### src/common/ack_params.svh
// Constants for the latched-indication acknowledge block
`ifndef ACK_PARAMS_SVH
`define ACK_PARAMS_SVH
`define ACK_CLK_HZ 125000000
`define ACK_HOLD_MS 1000
`define ACK_LAMP_MS 1000
`define ACK_REG_CTRL 8'h00
`define ACK_REG_LEDCFG 8'h04
`define ACK_REG_STATUS 8'h08
`define ACK_REG_IRQ_EN 8'h0C
`define ACK_REG_IRQ_CLR 8'h10
`define ACK_REG_LATCH 8'h14
`define ACK_REG_CMD 8'h18
`define ACK_CTRL_EXT_EN 0
`define ACK_CTRL_KEYSEL_LO 1
`define ACK_CTRL_PW_EMPTY 3
`define ACK_CTRL_RESET 32'h0000_0001
`define ACK_CMD_PW_OK 4
`define ACK_CMD_CONFIRM 5
`define ACK_CMD_REMOTE 6
`define ACK_IRQ_DONE 0
`define ACK_IRQ_REFUSED 1
`define ACK_IRQ_LAMP 2
`define ACK_IRQ_W 3
`endif

### src/common/ack_pkg.sv
// Types shared by the acknowledge block
package ack_pkg;
  typedef enum logic [1:0] {
    KEY_SEL_NONE = 2'b00,
    KEY_SEL_LEDS = 2'b01,
    KEY_SEL_LEDS_RELAYS = 2'b10,
    KEY_SEL_ALL = 2'b11
  } key_sel_t;

  typedef struct packed {
    logic leds;
    logic relays;
    logic scada;
    logic trip;
  } clear_set_t;

  typedef struct packed {
    logic cyc;
    logic stb;
    logic we;
    logic [7:0] adr;
    logic [3:0] sel;
    logic [31:0] dat;
  } wb_req_t;

  typedef enum logic [2:0] {
    ST_IDLE = 3'b000,
    ST_HOLD = 3'b001,
    ST_PASS = 3'b011,
    ST_LAMP = 3'b010,
    ST_SELECT = 3'b110
  } ack_state_t;
endpackage : ack_pkg

### src/core/ack_latch_bank.sv
// One class of latched indications with acknowledge clearing
`timescale 1ns/100ps
module ack_latch_bank #(
  parameter int N = 8
) (
  input wire logic clk_i,
  input wire logic rst_i,
  input wire logic [N-1:0] cause_i,
  input wire logic [N-1:0] clear_mask_i,
  input wire logic clear_i,
  output logic [N-1:0] latched_o
);
  logic [N-1:0] latched_r;
  logic [N-1:0] latched_nxt;

  // Cause wins over clear, so a still-active indication stays set
  always_comb begin
    latched_nxt = latched_r;
    if (clear_i) begin
      latched_nxt = latched_r & ~clear_mask_i;
    end
    latched_nxt = latched_nxt | cause_i;
  end

  always_ff @(posedge clk_i) begin
    if (rst_i) begin
      latched_r <= '0;
    end else begin
      latched_r <= latched_nxt;
    end
  end

  assign latched_o = latched_r;
endmodule : ack_latch_bank

### src/core/latched_ack.sv
// Acknowledge control for latched LEDs, relays, SCADA indications and trip commands
`timescale 1ns/100ps
`include "ack_params.svh"
module latched_ack #(
  parameter int N_LED = 8,
  parameter int N_REL = 6,
  parameter int N_SCADA = 8,
  parameter int HOLD_CYC = (`ACK_CLK_HZ / 1000) * `ACK_HOLD_MS,
  parameter int LAMP_CYC = (`ACK_CLK_HZ / 1000) * `ACK_LAMP_MS
) (
  input wire logic clk_i,
  input wire logic rst_i,
  input wire logic wb_cyc_i,
  input wire logic wb_stb_i,
  input wire logic wb_we_i,
  input wire logic [7:0] wb_adr_i,
  input wire logic [3:0] wb_sel_i,
  input wire logic [31:0] wb_dat_i,
  output logic [31:0] wb_dat_o,
  output logic wb_ack_o,
  input wire logic clear_key_i,
  input wire logic edit_mode_i,
  input wire logic led_clear_source_i,
  input wire logic relay_clear_source_i,
  input wire logic scada_clear_source_i,
  input wire logic new_alarm_i,
  input wire logic [N_LED-1:0] led_cause_i,
  input wire logic [N_REL-1:0] relay_cause_i,
  input wire logic [N_SCADA-1:0] scada_cause_i,
  input wire logic trip_cause_i,
  output logic [N_LED-1:0] led_o,
  output logic lamp_red_o,
  output logic lamp_green_o,
  output logic [N_REL-1:0] relay_o,
  output logic [N_SCADA-1:0] scada_o,
  output logic trip_pending_o,
  output logic irq_o
);
  import ack_pkg::*;

  function automatic logic rising(input logic now, input logic was);
    rising = now & ~was;
  endfunction : rising

  // Pin synchronisers: stage one feeds stage two only
  logic [4:0] pin_s1_r;
  logic [4:0] pin_s2_r;
  logic [4:0] pin_d_r;
  logic [4:0] pin_raw;
  assign pin_raw = {clear_key_i, edit_mode_i, led_clear_source_i,
                    relay_clear_source_i, scada_clear_source_i};
  always_ff @(posedge clk_i) begin
    if (rst_i) begin
      pin_s1_r <= '0;
      pin_s2_r <= '0;
      pin_d_r <= '0;
    end else begin
      pin_s1_r <= pin_raw;
      pin_s2_r <= pin_s1_r;
      pin_d_r <= pin_s2_r;
    end
  end
  logic key_s;
  logic edit_s;
  logic key_rise;
  logic led_ext_rise;
  logic rel_ext_rise;
  logic scada_ext_rise;
  assign key_s = pin_s2_r[4];
  assign edit_s = pin_s2_r[3];
  assign key_rise = rising(pin_s2_r[4], pin_d_r[4]);
  assign led_ext_rise = rising(pin_s2_r[2], pin_d_r[2]);
  assign rel_ext_rise = rising(pin_s2_r[1], pin_d_r[1]);
  assign scada_ext_rise = rising(pin_s2_r[0], pin_d_r[0]);

  logic alarm_d_r;
  always_ff @(posedge clk_i) begin
    if (rst_i) begin
      alarm_d_r <= 1'b0;
    end else begin
      alarm_d_r <= new_alarm_i;
    end
  end

  // Registers
  logic [31:0] ctrl_r;
  logic [31:0] ctrl_nxt;
  logic [N_LED-1:0] ledcfg_r;
  logic [N_LED-1:0] ledcfg_nxt;
  logic [`ACK_IRQ_W-1:0] irq_st_r;
  logic [`ACK_IRQ_W-1:0] irq_st_nxt;
  logic [`ACK_IRQ_W-1:0] irq_en_r;
  logic [`ACK_IRQ_W-1:0] irq_en_nxt;
  logic wb_ack_r;
  logic [31:0] rdat_r;
  logic [31:0] rdat_nxt;
  logic wr_cmd;
  logic [31:0] wr_dat;
  logic wb_go;
  logic external_clear_enable;
  logic pw_empty;
  key_sel_t key_sel;
  clear_set_t cmd_set;

  assign wb_go = wb_cyc_i & wb_stb_i & ~wb_ack_r;
  assign wr_dat = wb_dat_i;
  assign wr_cmd = wb_go & wb_we_i & (wb_adr_i == `ACK_REG_CMD) & wb_sel_i[0];
  assign external_clear_enable = ctrl_r[`ACK_CTRL_EXT_EN];
  assign pw_empty = ctrl_r[`ACK_CTRL_PW_EMPTY];
  assign key_sel = key_sel_t'(ctrl_r[`ACK_CTRL_KEYSEL_LO +: 2]);
  assign cmd_set = clear_set_t'(wr_dat[3:0]);

  // Acknowledge sequencer
  ack_state_t state_r;
  ack_state_t state_nxt;
  logic [31:0] cnt_r;
  logic [31:0] cnt_nxt;
  logic lamp_green_r;
  logic lamp_green_nxt;
  clear_set_t chosen_r;
  clear_set_t chosen_nxt;
  clear_set_t key_clear;
  logic refused;
  logic lamp_done;
  clear_set_t immediate_set;

  always_comb begin
    unique case (key_sel)
      KEY_SEL_LEDS: immediate_set = '{leds: 1'b1, relays: 1'b0, scada: 1'b0, trip: 1'b0};
      KEY_SEL_LEDS_RELAYS: immediate_set = '{1'b1, 1'b1, 1'b0, 1'b0};
      KEY_SEL_ALL: immediate_set = '{1'b1, 1'b1, 1'b1, 1'b1};
      KEY_SEL_NONE: immediate_set = '{1'b0, 1'b0, 1'b0, 1'b0};
    endcase
  end

  always_comb begin
    state_nxt = state_r;
    cnt_nxt = cnt_r;
    lamp_green_nxt = lamp_green_r;
    chosen_nxt = chosen_r;
    key_clear = '{1'b0, 1'b0, 1'b0, 1'b0};
    lamp_done = 1'b0;
    unique case (state_r)
      ST_IDLE: begin
        cnt_nxt = '0;
        if (key_rise && !edit_s) begin
          if (key_sel == KEY_SEL_NONE) begin
            state_nxt = ST_SELECT;
          end else begin
            state_nxt = ST_HOLD;
          end
        end
      end
      ST_SELECT: begin
        // Softkey choice arrives as a command word; confirm acts
        if (edit_s) begin
          state_nxt = ST_IDLE;
        end else if (wr_cmd && wr_dat[`ACK_CMD_CONFIRM]) begin
          chosen_nxt = cmd_set;
          cnt_nxt = '0;
          state_nxt = ST_PASS;
        end
      end
      ST_HOLD: begin
        if (!key_s || edit_s) begin
          state_nxt = ST_IDLE;
        end else if (cnt_r >= 32'(HOLD_CYC - 1)) begin
          chosen_nxt = immediate_set;
          cnt_nxt = '0;
          state_nxt = ST_PASS;
        end else begin
          cnt_nxt = cnt_r + 32'd1;
        end
      end
      ST_PASS: begin
        // Password check precedes any panel acknowledge
        if (edit_s) begin
          state_nxt = ST_IDLE;
        end else if (pw_empty || (wr_cmd && wr_dat[`ACK_CMD_PW_OK])) begin
          key_clear = chosen_r;
          lamp_green_nxt = 1'b0;
          state_nxt = (key_sel == KEY_SEL_NONE) ? ST_IDLE : ST_LAMP;
        end
      end
      ST_LAMP: begin
        if (cnt_r >= 32'(LAMP_CYC - 1)) begin
          cnt_nxt = '0;
          if (lamp_green_r) begin
            lamp_done = 1'b1;
            lamp_green_nxt = 1'b0;
            state_nxt = ST_IDLE;
          end else begin
            lamp_green_nxt = 1'b1;
          end
        end else begin
          cnt_nxt = cnt_r + 32'd1;
        end
      end
      default: state_nxt = ST_IDLE;
    endcase
  end

  always_ff @(posedge clk_i) begin
    if (rst_i) begin
      state_r <= ST_IDLE;
      cnt_r <= '0;
      lamp_green_r <= 1'b0;
      chosen_r <= '{1'b0, 1'b0, 1'b0, 1'b0};
    end else begin
      state_r <= state_nxt;
      cnt_r <= cnt_nxt;
      lamp_green_r <= lamp_green_nxt;
      chosen_r <= chosen_nxt;
    end
  end

  // Clear sources, gated by edit mode (remote and pin clears also by external enable), ORed
  logic remote_ok;
  logic clr_led;
  logic clr_rel;
  logic clr_scada;
  logic clr_trip;
  logic auto_led;
  logic any_clear;
  assign remote_ok = wr_cmd && wr_dat[`ACK_CMD_REMOTE] && external_clear_enable;
  assign auto_led = rising(new_alarm_i, alarm_d_r) && !edit_s;
  assign clr_led = !edit_s && (key_clear.leds || (remote_ok && cmd_set.leds)
                   || (external_clear_enable && led_ext_rise));
  assign clr_rel = !edit_s && (key_clear.relays || (remote_ok && cmd_set.relays)
                   || (external_clear_enable && rel_ext_rise));
  assign clr_scada = !edit_s && (key_clear.scada || (remote_ok && cmd_set.scada)
                     || (external_clear_enable && scada_ext_rise));
  assign clr_trip = !edit_s && (key_clear.trip || (remote_ok && cmd_set.trip));
  assign any_clear = clr_led | clr_rel | clr_scada | clr_trip | auto_led;
  assign refused = edit_s && (key_rise || led_ext_rise || rel_ext_rise || scada_ext_rise
                   || (wr_cmd && wr_dat[`ACK_CMD_REMOTE]));

  logic [N_LED-1:0] led_mask;
  logic led_clr_any;
  // Manual clears take every LED; alarm clears only alarm-cleared ones
  assign led_mask = clr_led ? {N_LED{1'b1}} : ledcfg_r;
  assign led_clr_any = clr_led | auto_led;

  logic [N_LED-1:0] led_lat;
  ack_latch_bank #(.N(N_LED)) u_led (
    .clk_i(clk_i), .rst_i(rst_i), .cause_i(led_cause_i),
    .clear_mask_i(led_mask), .clear_i(led_clr_any), .latched_o(led_lat)
  );
  ack_latch_bank #(.N(N_REL)) u_rel (
    .clk_i(clk_i), .rst_i(rst_i), .cause_i(relay_cause_i),
    .clear_mask_i({N_REL{1'b1}}), .clear_i(clr_rel), .latched_o(relay_o)
  );
  ack_latch_bank #(.N(N_SCADA)) u_scada (
    .clk_i(clk_i), .rst_i(rst_i), .cause_i(scada_cause_i),
    .clear_mask_i({N_SCADA{1'b1}}), .clear_i(clr_scada), .latched_o(scada_o)
  );
  ack_latch_bank #(.N(1)) u_trip (
    .clk_i(clk_i), .rst_i(rst_i), .cause_i(trip_cause_i),
    .clear_mask_i(1'b1), .clear_i(clr_trip), .latched_o(trip_pending_o)
  );

  // Lamp test overrides the LED outputs
  assign led_o = (state_r == ST_LAMP) ? {N_LED{1'b1}} : led_lat;
  assign lamp_red_o = (state_r == ST_LAMP) && !lamp_green_r;
  assign lamp_green_o = (state_r == ST_LAMP) && lamp_green_r;

  // Register file and interrupts
  logic [`ACK_IRQ_W-1:0] irq_ev;
  logic wr_en;
  assign irq_ev = {lamp_done, refused, any_clear};
  assign wr_en = wb_go & wb_we_i & wb_sel_i[0];

  always_comb begin
    ctrl_nxt = ctrl_r;
    ledcfg_nxt = ledcfg_r;
    irq_en_nxt = irq_en_r;
    irq_st_nxt = irq_st_r;
    rdat_nxt = '0;
    if (wr_en && wb_adr_i == `ACK_REG_CTRL) begin
      ctrl_nxt = {28'h0, wr_dat[3:0]};
    end
    if (wr_en && wb_adr_i == `ACK_REG_LEDCFG) begin
      ledcfg_nxt = wr_dat[N_LED-1:0];
    end
    if (wr_en && wb_adr_i == `ACK_REG_IRQ_EN) begin
      irq_en_nxt = wr_dat[`ACK_IRQ_W-1:0];
    end
    if (wr_en && wb_adr_i == `ACK_REG_IRQ_CLR) begin
      irq_st_nxt = irq_st_r & ~wr_dat[`ACK_IRQ_W-1:0];
    end
    // Set wins over a same-cycle clear
    irq_st_nxt = irq_st_nxt | irq_ev;
    unique case (wb_adr_i)
      `ACK_REG_CTRL: rdat_nxt = ctrl_r;
      `ACK_REG_LEDCFG: rdat_nxt = 32'(ledcfg_r);
      `ACK_REG_STATUS: rdat_nxt = {26'h0, state_r, irq_st_r};
      `ACK_REG_IRQ_EN: rdat_nxt = {29'h0, irq_en_r};
      `ACK_REG_LATCH: rdat_nxt = {trip_pending_o, 15'h0, 8'(relay_o), 8'(led_lat)};
      default: rdat_nxt = '0;
    endcase
  end

  always_ff @(posedge clk_i) begin
    if (rst_i) begin
      ctrl_r <= `ACK_CTRL_RESET;
      ledcfg_r <= '0;
      irq_en_r <= '0;
      irq_st_r <= '0;
      wb_ack_r <= 1'b0;
      rdat_r <= '0;
    end else begin
      ctrl_r <= ctrl_nxt;
      ledcfg_r <= ledcfg_nxt;
      irq_en_r <= irq_en_nxt;
      irq_st_r <= irq_st_nxt;
      wb_ack_r <= wb_go;
      rdat_r <= rdat_nxt;
    end
  end

  assign wb_ack_o = wb_ack_r;
  assign wb_dat_o = rdat_r;
  assign irq_o = |(irq_st_r & irq_en_r);
endmodule : latched_ack

### config.mk
export PLATFORM = sky130hd
export DESIGN_NAME = latched_ack
export DESIGN_NICKNAME = d
export VERILOG_FILES = /design/src/common/ack_pkg.sv /design/src/core/ack_latch_bank.sv /design/src/core/latched_ack.sv
export VERILOG_INCLUDE_DIRS = /design/src /design/src/common
export SDC_FILE = /design/constraint.sdc
export NUM_CORES = 1
export LEC_CHECK = 0
export ABC_AREA = 1
export BUFFER_PORTS_ARGS = -buffer_cell sky130_fd_sc_hd__buf_2
export CAP_MARGIN = 0
export CORE_MARGIN = 2
export CORE_UTILIZATION = 45
export CTS_BUF_LIST = sky130_fd_sc_hd__clkbuf_8
export CTS_CLUSTER_DIAMETER = 40
export DETAILED_ROUTE_END_ITERATION = 12
export GPL_ROUTABILITY_DRIVEN = 0
export PLACE_DENSITY = 0.79
export SYNTH_ARGS = -nofsm -noshare
export SYNTH_HDL_FRONTEND = slang
export SYNTH_HIERARCHICAL = 1
export SYNTH_SLANG_ARGS = --single-unit
### constraint.sdc
create_clock -name clk_i -period 3.5 [get_ports clk_i]
set_input_delay 0.525 -clock clk_i [delete_from_list [all_inputs] [get_ports clk_i]]
set_output_delay 0.525 -clock clk_i [all_outputs]
set_load 0.01 [all_outputs]
==> results of run 1 <==
-- layer usage --
metal | GRT usage (%) | vias up | routed length, µm
met5 | 0 | - | 0
met4 | 5.71 | 0 | 188
met3 | 3.50 | 22 | 663
met2 | 35.0 | 161 | 6340
met1 | 27.0 | 2394 | 5970
li1 | - | 2778 | -
-- worst max-delay path, stage by stage (launching register included) --
cell	delay, ns
dfxtp_1	0.45
inv_2	0.08
nand3_1	0.30
inv_1	0.24
or2_2	0.32
buf_2	0.14
-- worst max-delay path by stage --
stage	end	cells after the start	slack, ns
2_1_floorplan	u_led/latched_o[5]	14	1.74
4_1_cts	led_o[1]	5	1.08
3_3_place_gp	cnt_r[2]	11	1.26
6_report	led_o[1]	5	1.06
3_5_place_dp	ledcfg_r[0]	9	1.20
5_1_grt	led_o[7]	5	0.97
-- synth_stat cells (7+ instances only) --
cell type	count	share of area (%)
nand2_1	210	14
nor2_1	126	8.4
inv_1	116	7.7
dfxtp_1	112	40
a21oi_1	55	4.9
nand3_1	33	2.9
o21ai_0	29	2.6
buf_4	18	2.4
nand4_1	17	1.9
nor3_1	14	1.2
or2_2	12	1.3
nor2_2	11	1.2
clkbuf_1	9	0.60
buf_2	7	0.62
inv_2	7	0.47
nand2_2	7	0.77
nand3_2	7	1.2
xor2_1	7	1.1
-- layout make-up --
cell class	count	area, µm²
clock buffers	11	151
inverters	125	469
fillers	1245	5680
multi-input cells	600	2820
repair buffers	94	475
flip-flops and latches	112	2240
clock inverters	5	62.6
well taps	168	210
-- power by group through the flow --
stage / clock [µW] / sequential, µW / combinational (µW)
after floorplan: 0 / 1430 / 682
after global placement: 0 / 1430 / 830
after detailed placement: 0 / 1440 / 840
after CTS: 840 / 1410 / 847
after global routing: 887 / 1420 / 956
final: 818 / 1410 / 838
-- per-stage QoR --
| stage | power, µW | instances | hold slack [ns] | cell area, µm² |
|---|---|---|---|---|
| after global routing | 3260 | 1115 | 0.328 | 6430 |
| after floorplan | 2110 | 874 | 0.388 | 5760 |
| after global placement | 2270 | 1099 | 0.394 | 6210 |
| final | 3060 | 1115 | 0.344 | 6430 |
| after detailed placement | 2280 | 1099 | 0.397 | 6210 |
| after CTS | 3100 | 1115 | 0.328 | 6430 |
-- kinds of logic (layout without fill, tap and decap cells) --
logic type | count (synthesis) | after routing | share of synthesized area (%)
compound gates | 105 | 105 | 9.99
xor+xnor | 11 | 11 | 1.71
fa+ha+maj | 1 | 1 | 0.221
buf+inv | 162 | 235 | 12.4
flops | 112 | 112 | 39.7
other cells | 2 | 32 | 0.133
simple gates | 451 | 451 | 35.8
-- placed cells by master, fill, tap and decap left out, types with 2 or more instances in the layout --
cell type	n
nand2_1	210
nor2_1	126
inv_1	116
dfxtp_1	112
buf_2	92
a21oi_1	55
nand3_1	33
conb_1	32
o21ai_0	29
nand4_1	17
nor3_1	14
or2_2	12
nor2_2	11
clkbuf_8	11
inv_2	7
nand2_2	7
nand3_2	7
xor2_1	7
o21ai_1	6
xnor2_1	4
nor2_4	3
o211ai_1	3
o22ai_1	3
nand4_2	2
clkinv_1	2
nand2_4	2
nor4_2	2
o31ai_1	2
buf_4	2
-- registers in the layout (all words and copies together) (netlist names), 4 cells and up --
signal and count:
u_led/latched_o 8, u_scada/latched_o 8, ctrl_r 4, pin_d_r 4
pin_s1_r 5, cnt_r 32, chosen_r 4, wb_dat_o 15
u_rel/latched_o 6, ledcfg_r 8, pin_s2_r 5
==> flow_metrics.py, run 1 <==
metrics = {
    "run_status": {
        "outcome": "completed",
    },
    "placed_design": {
        "post-place-ws_ns": 1.20,
        "numPortBuffers": 92,
        "hpwlAfterDp_um": 9840,
    },
    "detailed_routing": {
        "drcViolationCount": 0,
        "vias_per_cell": 4.80,
        "wl_per_cell_um": 11.8,
        "drt_first_pass_iters": 5,
        "vias": 5355,
        "drt_wl_total_um": 13200,
        "antenna_left": 0,
        "drt_iter0_drc": 443,
    },
    "job": {
        "max_cap_viol_count": 0,
    },
    "logic_synthesis": {
        "yosysUniqueCellTypes": 45,
        "netlist_area_um2": 5650,
        "synth.avg_cell_area_um2": 6.69,
        "synth_edf_count": 0,
        "async_flop_share_pct": 0,
        "yosys_warnings": 6,
        "postSynthCellCount": 844,
        "ys_seq_elements": 112,
        "ys_seq_area_share_pct": 39.7,
        "synth_top_flop_cell": "dfxtp_1",
    },
    "critical_path": {
        "reg2reg_to": "cnt_r[5]",
        "cp-end-kind": "primary output",
        "r2r_setup_slack_ns": 1.52,
        "r2r_cells": 10,
        "cp.required_ns": 2.97,
        "arrival_ns": 1.91,
        "critical_path.max_fanout": 8,
        "crit_start": "state_r[0]",
        "start_kind": "flop",
        "worstSetupPathType": "reg2out",
        "worstReg2RegStart": "wb_ack_o",
    },
    "die": {
        "die-area_um2": 13500,
        "die_w_um": 116,
        "num_io_pins": 137,
        "start_util_pct": 46.7,
        "rows": 40,
        "die_h_um": 116,
        "core_area_um2": 12100,
    },
    "clocking": {
        "cts_sinks": 112,
        "postCtsSetupBuffers": 0,
        "cts.htree.levels": 3,
        "clock_latency_ns": 0.37,
        "cts_buffers": 9,
        "cts-resized-gates": 0,
        "ctsHoldBuffers": 0,
        "clk_pin_slew_worst_paths_ns": 0.10,
        "cts.path.max_buffers": 2,
        "clock-root-buffer": "clkbuf_8",
        "cts_tree": "built",
    },
    "grt": {
        "grt_pass1_wl_um": 22400,
        "grt_overflow_total": 0,
        "grt_max_degree": 59,
        "antenna_found_initial": 0,
        "grt_pass1_vias": 4949,
        "grt_use_total_pct": 20.6,
    },
    "sta": {
        "setup_violations": 0,
        "tns_ns": 0,
        "fin_crit_ns": 2.44,
        "worstMarginPinSlew_ns": 0.833,
        "period_share_pct": 69.7,
        "fin_ws_ns": 1.06,
        "rsz0062_at_grt": "false",
        "fmax_mhz": 410,
        "max-slew-margin-rel_pct": 44.1,
        "hold_viol_final": 0,
        "skew_ns": 0.00982,
        "maxSlewViolCount": 0,
    },
    "power": {
        "combPwrFrac_pct": 27.3,
        "power.static_leakage_uw": 0.00309,
        "power_frac_clock_pct": 26.7,
        "cellPowerDensity_nw_per_um2": 477,
        "netSwitchingPower_uw": 1080,
        "seqPwrFrac_pct": 46.0,
        "internal-power_uw": 1990,
        "power.share.switching_pct": 35.2,
        "vdd_drop_max_mv": 0.250,
    },
    "final_layout": {
        "layout.nets": 1021,
        "utilization_pct": 53.1,
        "n_antenna_cell": 0,
        "syn2layout_area_growth_pct": 13.8,
        "drive_above_1_share_pct": 17.6,
    },
    "worst_hold_path": {
        "holdPathEnd": "pin_s1_r[3]",
        "hp-start": "edit_mode_i",
        "hp-class": "in2reg",
        "min_path_cells": 3,
    },
}
Power figures use the tool's default switching activity.
==> run 2, diff against run 1 <==
PLACE_DENSITY = 0.82   (was 0.79)
clock period = 2.05 ns   (was 3.5 ns; I/O delays follow)
==> run 2 against run 1 <==
- final area up 1.8%
- flip-flop and latch count is the same
- power rose by 78%
- register-to-register slack got worse by 1.3 ns
- non-clock buffer count rose by 10
- core utilization increased by 0.93 points
- first-iteration DRC count shrank 3.2%
- largest power group unchanged
- worst setup slack got worse by 0.94 ns
- worst hold slack got worse by 0.22 ns
- cell count increased by 0.81%
- sequential power is 71% higher
- clock power increased by 76%
==> flow_metrics.py, run 2 (synthesis gave the netlist of run 1 again) <==
metrics = {
    "critical_path": {
        "slowest_stage": "dfxtp_1",
        "path_cells": "inv_2 > nand3_2 > inv_1 > or2_2 > buf_2",
        "critPathMaxStageDelay_ns": 0.44,
        "worstReg2RegStart": "wb_ack_o",
        "crit_path_end": "led_o[1]",
        "reg2reg_to": "u_led/latched_o[1]",
        "crit_start": "state_r[0]",
        "arrival_ns": 1.62,
        "path_delay_family": "flip-flops",
        "path_buf_inv": 3,
        "cp.required_ns": 1.74,
        "r2r_setup_slack_ns": 0.22,
        "start_kind": "flop",
        "critical_path.max_fanout": 6,
        "cp-end-kind": "primary output",
        "worstSetupPathType": "reg2out",
        "path_depth": 5,
        "r2r_cells": 11,
    },
    "final_layout": {
        "multiInputGateArea_um2": 2830,
        "layout_commonest_cell": "nand2_1",
        "layout.nets": 1031,
        "final_cells": 1124,
        "seqCellArea_um2": 2240,
        "n_fill_cell": 1204,
        "n_antenna_cell": 0,
        "drive_above_1_share_pct": 18.5,
        "largest_reg_flops": 32,
        "syn2layout_area_growth_pct": 15.8,
        "mostFrequentLayoutCells": "nand2_1, nor2_1, inv_1, dfxtp_1, buf_2",
        "top_register": "cnt_r",
    },
    "die": {
        "core_area_um2": 12100,
        "num_io_pins": 137,
        "die-area_um2": 13500,
        "die_h_um": 116,
        "rows": 40,
        "die_w_um": 116,
        "start_util_pct": 46.7,
    },
    "clocking": {
        "cts_sinks": 112,
        "clock-root-buffer": "clkbuf_8",
        "postCtsSetupBuffers": 0,
        "cts-resized-gates": 0,
        "cts.htree.levels": 3,
        "clk_pin_slew_worst_paths_ns": 0.10,
        "ctsHoldBuffers": 0,
        "cts_tree": "built",
        "cts_buffers": 9,
        "cts.path.max_buffers": 2,
        "clock_latency_ns": 0.38,
    },
    "sta": {
        "rsz0062_at_grt": "false",
        "fmax_mhz": 519,
        "hold_viol_final": 0,
        "setup_violations": 0,
        "tns_ns": 0,
        "skew_ns": 0.00894,
        "fin_crit_ns": 1.93,
        "period_share_pct": 94.1,
        "maxSlewViolCount": 0,
    },
    "run_status": {
        "outcome": "completed",
    },
    "grt": {
        "grt_pass1_vias": 4943,
        "grt_max_degree": 35,
        "grt_overflow_total": 0,
        "antenna_found_initial": 0,
        "grt_use_total_pct": 20.2,
        "grt_pass1_wl_um": 22000,
    },
    "power": {
        "cellPowerDensity_nw_per_um2": 834,
        "power.static_leakage_uw": 0.00316,
        "vdd_drop_max_mv": 0.433,
    },
    "worst_hold_path": {
        "hp-class": "in2reg",
        "min_path_cells": 3,
    },
    "detailed_routing": {
        "antenna_left": 0,
        "wl_per_cell_um": 11.8,
        "drt_iter0_drc": 429,
        "vias": 5450,
        "drt_first_pass_iters": 5,
        "drcViolationCount": 0,
        "vias_per_cell": 4.85,
        "drt_wl_total_um": 13300,
    },
    "placed_design": {
        "numPortBuffers": 92,
        "dpl.cell_count": 1109,
        "hpwlAfterDp_um": 10100,
    },
    "job": {
        "max_cap_viol_count": 0,
    },
}
-- run 2: how the worst min path moves through the flow --
| stage | slack [ns] | startpoint | to |
|---|---|---|---|
| final | 0.12 | scada_clear_source_i | pin_s1_r[0] |
| after global routing | 0.11 | scada_clear_source_i | pin_s1_r[0] |
| after CTS | 0.11 | scada_clear_source_i | pin_s1_r[0] |
| after detailed placement | 0.40 | pin_s1_r[1] | pin_s2_r[1] |
| after global placement | 0.39 | pin_s1_r[1] | pin_s2_r[1] |
| after floorplan | 0.37 | rst_i | u_trip/latched_o |
-- run 2: metal layers --
| layer | up-vias | routed length [µm] | track usage, % |
|---|---|---|---|
| met5 | - | 0 | 0 |
| met4 | 0 | 323 | 7.54 |
| met3 | 33 | 805 | 4.08 |
| met2 | 180 | 6430 | 34.5 |
| met1 | 2436 | 5740 | 25.2 |
| li1 | 2801 | - | - |
-- run 2: cell type report --
| cell class | instances | share of cell area, % |
|---|---|---|
| Sequential cell | 112 | 34.3 |
| Clock inverter | 5 | 1.24 |
| Clock buffer | 10 | 2.10 |
| Multi-Input combinational cell | 600 | 43.2 |
| Timing Repair Buffer | 104 | 8.80 |
| Inverter | 125 | 7.17 |
| Tap cell | 168 | 3.21 |
-- run 2: tightest hold or removal path, stage by stage --
cell and delay [ns]:
buf_2 0.09, inv_1 0.04, nor2_1 0.03
-- run 2: through the flow --
stage | setup slack [ns] | utilization, % | total power [µW] | hold slack, ns | cell area [µm²]
6_report | 0.122 | 54.0 | 5460 | 0.123 | 6540
5_1_grt | 0.00576 | 54.0 | 5770 | 0.114 | 6540
2_1_floorplan | 0.436 | - | 3610 | 0.370 | 5760
4_1_cts | 0.0421 | 53.9 | 5490 | 0.110 | 6530
3_5_place_dp | 0.173 | 52.1 | 4040 | 0.402 | 6310
3_3_place_gp | 0.180 | 52.1 | 4010 | 0.391 | 6310
-- run 2: report_power, final --
part / internal, µW / switching, µW / total (µW)
sequential: 2310 / 99.6 / 2410
combinational: 563 / 1040 / 1610
clock: 718 / 726 / 1440
total: 3590 / 1870 / 5460
==> run 3, diff against run 2 <==
CELL_PAD_IN_SITES_DETAIL_PLACEMENT = 1   (was default)
CELL_PAD_IN_SITES_GLOBAL_PLACEMENT = 2   (was default)
CORE_UTILIZATION = 26   (was 45)
CTS_BUF_LIST = default   (was sky130_fd_sc_hd__clkbuf_8)
PLACE_DENSITY = 0.86   (was 0.82)
==> run 3 against run 2 <==
- sequential power is essentially flat
- worst hold slack gained 0.020 ns
- clock power grew 28%
- cell count grew 10%
- global-route usage shrank 5.5 points
- clock skew is essentially flat
- largest cell class unchanged
- highest routed layer unchanged
==> flow_metrics.py, run 3 (synthesis gave the netlist of run 1 again) <==
metrics = {
    "run_status": {
        "outcome": "completed",
    },
    "final_layout": {
        "largest_reg_flops": 32,
        "multiInputGateArea_um2": 2830,
        "layout.nets": 1040,
        "seqCellArea_um2": 2240,
        "mostFrequentLayoutCells": "nand2_1, nor2_1, inv_1, dfxtp_1, buf_2",
        "layout_commonest_cell": "nand2_1",
        "n_antenna_cell": 0,
        "n_fill_cell": 2739,
        "stdcell_area_um2": 6860,
        "top_register": "cnt_r",
        "drive_above_1_share_pct": 19.7,
        "syn2layout_area_growth_pct": 21.4,
    },
    "die": {
        "die-area_um2": 22900,
        "core_area_um2": 21200,
        "die_h_um": 151,
        "start_util_pct": 26.7,
        "rows": 53,
        "die_w_um": 151,
        "num_io_pins": 137,
    },
    "grt": {
        "grt_overflow_total": 0,
        "grt_pass1_wl_um": 26600,
        "grt_use_total_pct": 14.7,
        "antenna_found_initial": 0,
        "grt_max_degree": 40,
        "grt_pass1_vias": 5369,
    },
    "power": {
        "p_total_uw": 6070,
        "vdd_drop_max_mv": 0.425,
        "power.share.switching_pct": 34.2,
        "combPwrFrac_pct": 29.9,
        "seqPwrFrac_pct": 39.7,
        "netSwitchingPower_uw": 2080,
        "internal-power_uw": 3990,
        "power.static_leakage_uw": 0.00325,
        "cellPowerDensity_nw_per_um2": 885,
        "power_frac_clock_pct": 30.4,
    },
    "critical_path": {
        "worstSetupPathType": "reg2out",
        "r2r_cells": 12,
        "cp.required_ns": 1.74,
        "r2r_setup_slack_ns": 0.20,
        "critical_path.max_fanout": 5,
        "slowest_stage": "dfxtp_2",
        "crit_start": "state_r[0]",
        "reg2reg_to": "cnt_r[15]",
        "arrival_ns": 1.58,
        "path_cells": "inv_2 > nand3_2 > inv_1 > buf_4 > or2_2 > buf_2",
        "worstReg2RegStart": "cnt_r[0]",
        "start_kind": "flop",
        "critPathMaxStageDelay_ns": 0.39,
        "crit_path_end": "led_o[1]",
        "cp-end-kind": "primary output",
    },
    "placed_design": {
        "detailed_place.area_um2": 6540,
        "hpwlAfterDp_um": 12800,
        "numPortBuffers": 92,
        "post-place-ws_ns": 0.111,
    },
    "detailed_routing": {
        "vias": 5467,
        "drt_wl_total_um": 16400,
        "drt_first_pass_iters": 4,
        "wl_per_cell_um": 13.3,
        "drt_iter0_drc": 178,
        "antenna_left": 0,
        "drcViolationCount": 0,
        "vias_per_cell": 4.41,
    },
    "sta": {
        "period_share_pct": 92.0,
        "hold_viol_final": 0,
        "maxSlewViolCount": 0,
        "hold-worst-slack_ns": 0.143,
        "setup_violations": 0,
        "fin_crit_ns": 1.89,
        "tns_ns": 0,
        "skew_ns": 0.00891,
        "rsz0062_at_grt": "false",
        "fmax_mhz": 530,
        "fin_ws_ns": 0.163,
    },
    "clocking": {
        "cts_buffers": 9,
        "cts_tree": "built",
        "cts_sinks": 112,
        "clk_pin_slew_worst_paths_ns": 0.08,
        "clock_latency_ns": 0.36,
        "clock-root-buffer": "clkbuf_16",
        "ctsHoldBuffers": 0,
        "postCtsSetupBuffers": 0,
        "cts.path.max_buffers": 2,
        "cts.htree.levels": 3,
    },
    "job": {
        "max_cap_viol_count": 0,
    },
    "worst_hold_path": {
        "hp-class": "in2reg",
    },
}
-- run 3: through the flow --
stage                     std cells  utilization, %
after detailed placement       1225            30.9
final                          1240            32.4
after global placement         1225            30.9
after global routing           1240            32.4
after floorplan                 874               -
after CTS                      1240            32.4
-- run 3: repair_timing --
action,CTS,global route
resized for setup,2,5
setup endpoints to repair,3,21
pin swaps,0,0
-- run 3: worst min path at each step --
stage                       endpoint  cells past startpoint                  from
global placement         pin_s2_r[0]                      2           pin_s1_r[0]
floorplan           u_trip/latched_o                      1                 rst_i
detailed placement       pin_s2_r[1]                      2           pin_s1_r[1]
finish                   pin_s1_r[1]                      3  relay_clear_source_i
CTS                      pin_s1_r[1]                      3  relay_clear_source_i
global route             pin_s1_r[0]                      3  scada_clear_source_i
-- run 3: layout make-up --
cell class / count / area share (%)
Clock buffer: 10 / 3.48
Clock inverter: 5 / 0.949
Inverter: 125 / 6.84
Tap cell: 275 / 5.02
Timing Repair Buffer: 113 / 9.74
Multi-Input combinational cell: 600 / 41.3
Sequential cell: 112 / 32.7
-- run 3: power by group through the flow --
stage               logic, µW  clock network (µW)  registers (µW)
global route             2030                1990            2430
detailed placement       1840                   0            2460
CTS                      1850                1920            2410
global placement         1810                   0            2460
floorplan                1160                   0            2440
finish                   1820                1850            2410
-- run 3: per-layer routing --
layer | vias up | global-route usage (%) | share of wire (%)
met5 | - | 0 | 0
met4 | 0 | 3.74 | 1.0
met3 | 10 | 3.01 | 3.5
li1 | 2819 | - | -
met1 | 2558 | 18.8 | 46
met2 | 80 | 25.1 | 49
-- run 3: worst max-delay path, delay by kind of cell, from the launching register on --
family | cells | cell delay [ns]
buffers and inverters | 4 | 0.45
DFF | 1 | 0.39
and+or+nand+nor | 2 | 0.37
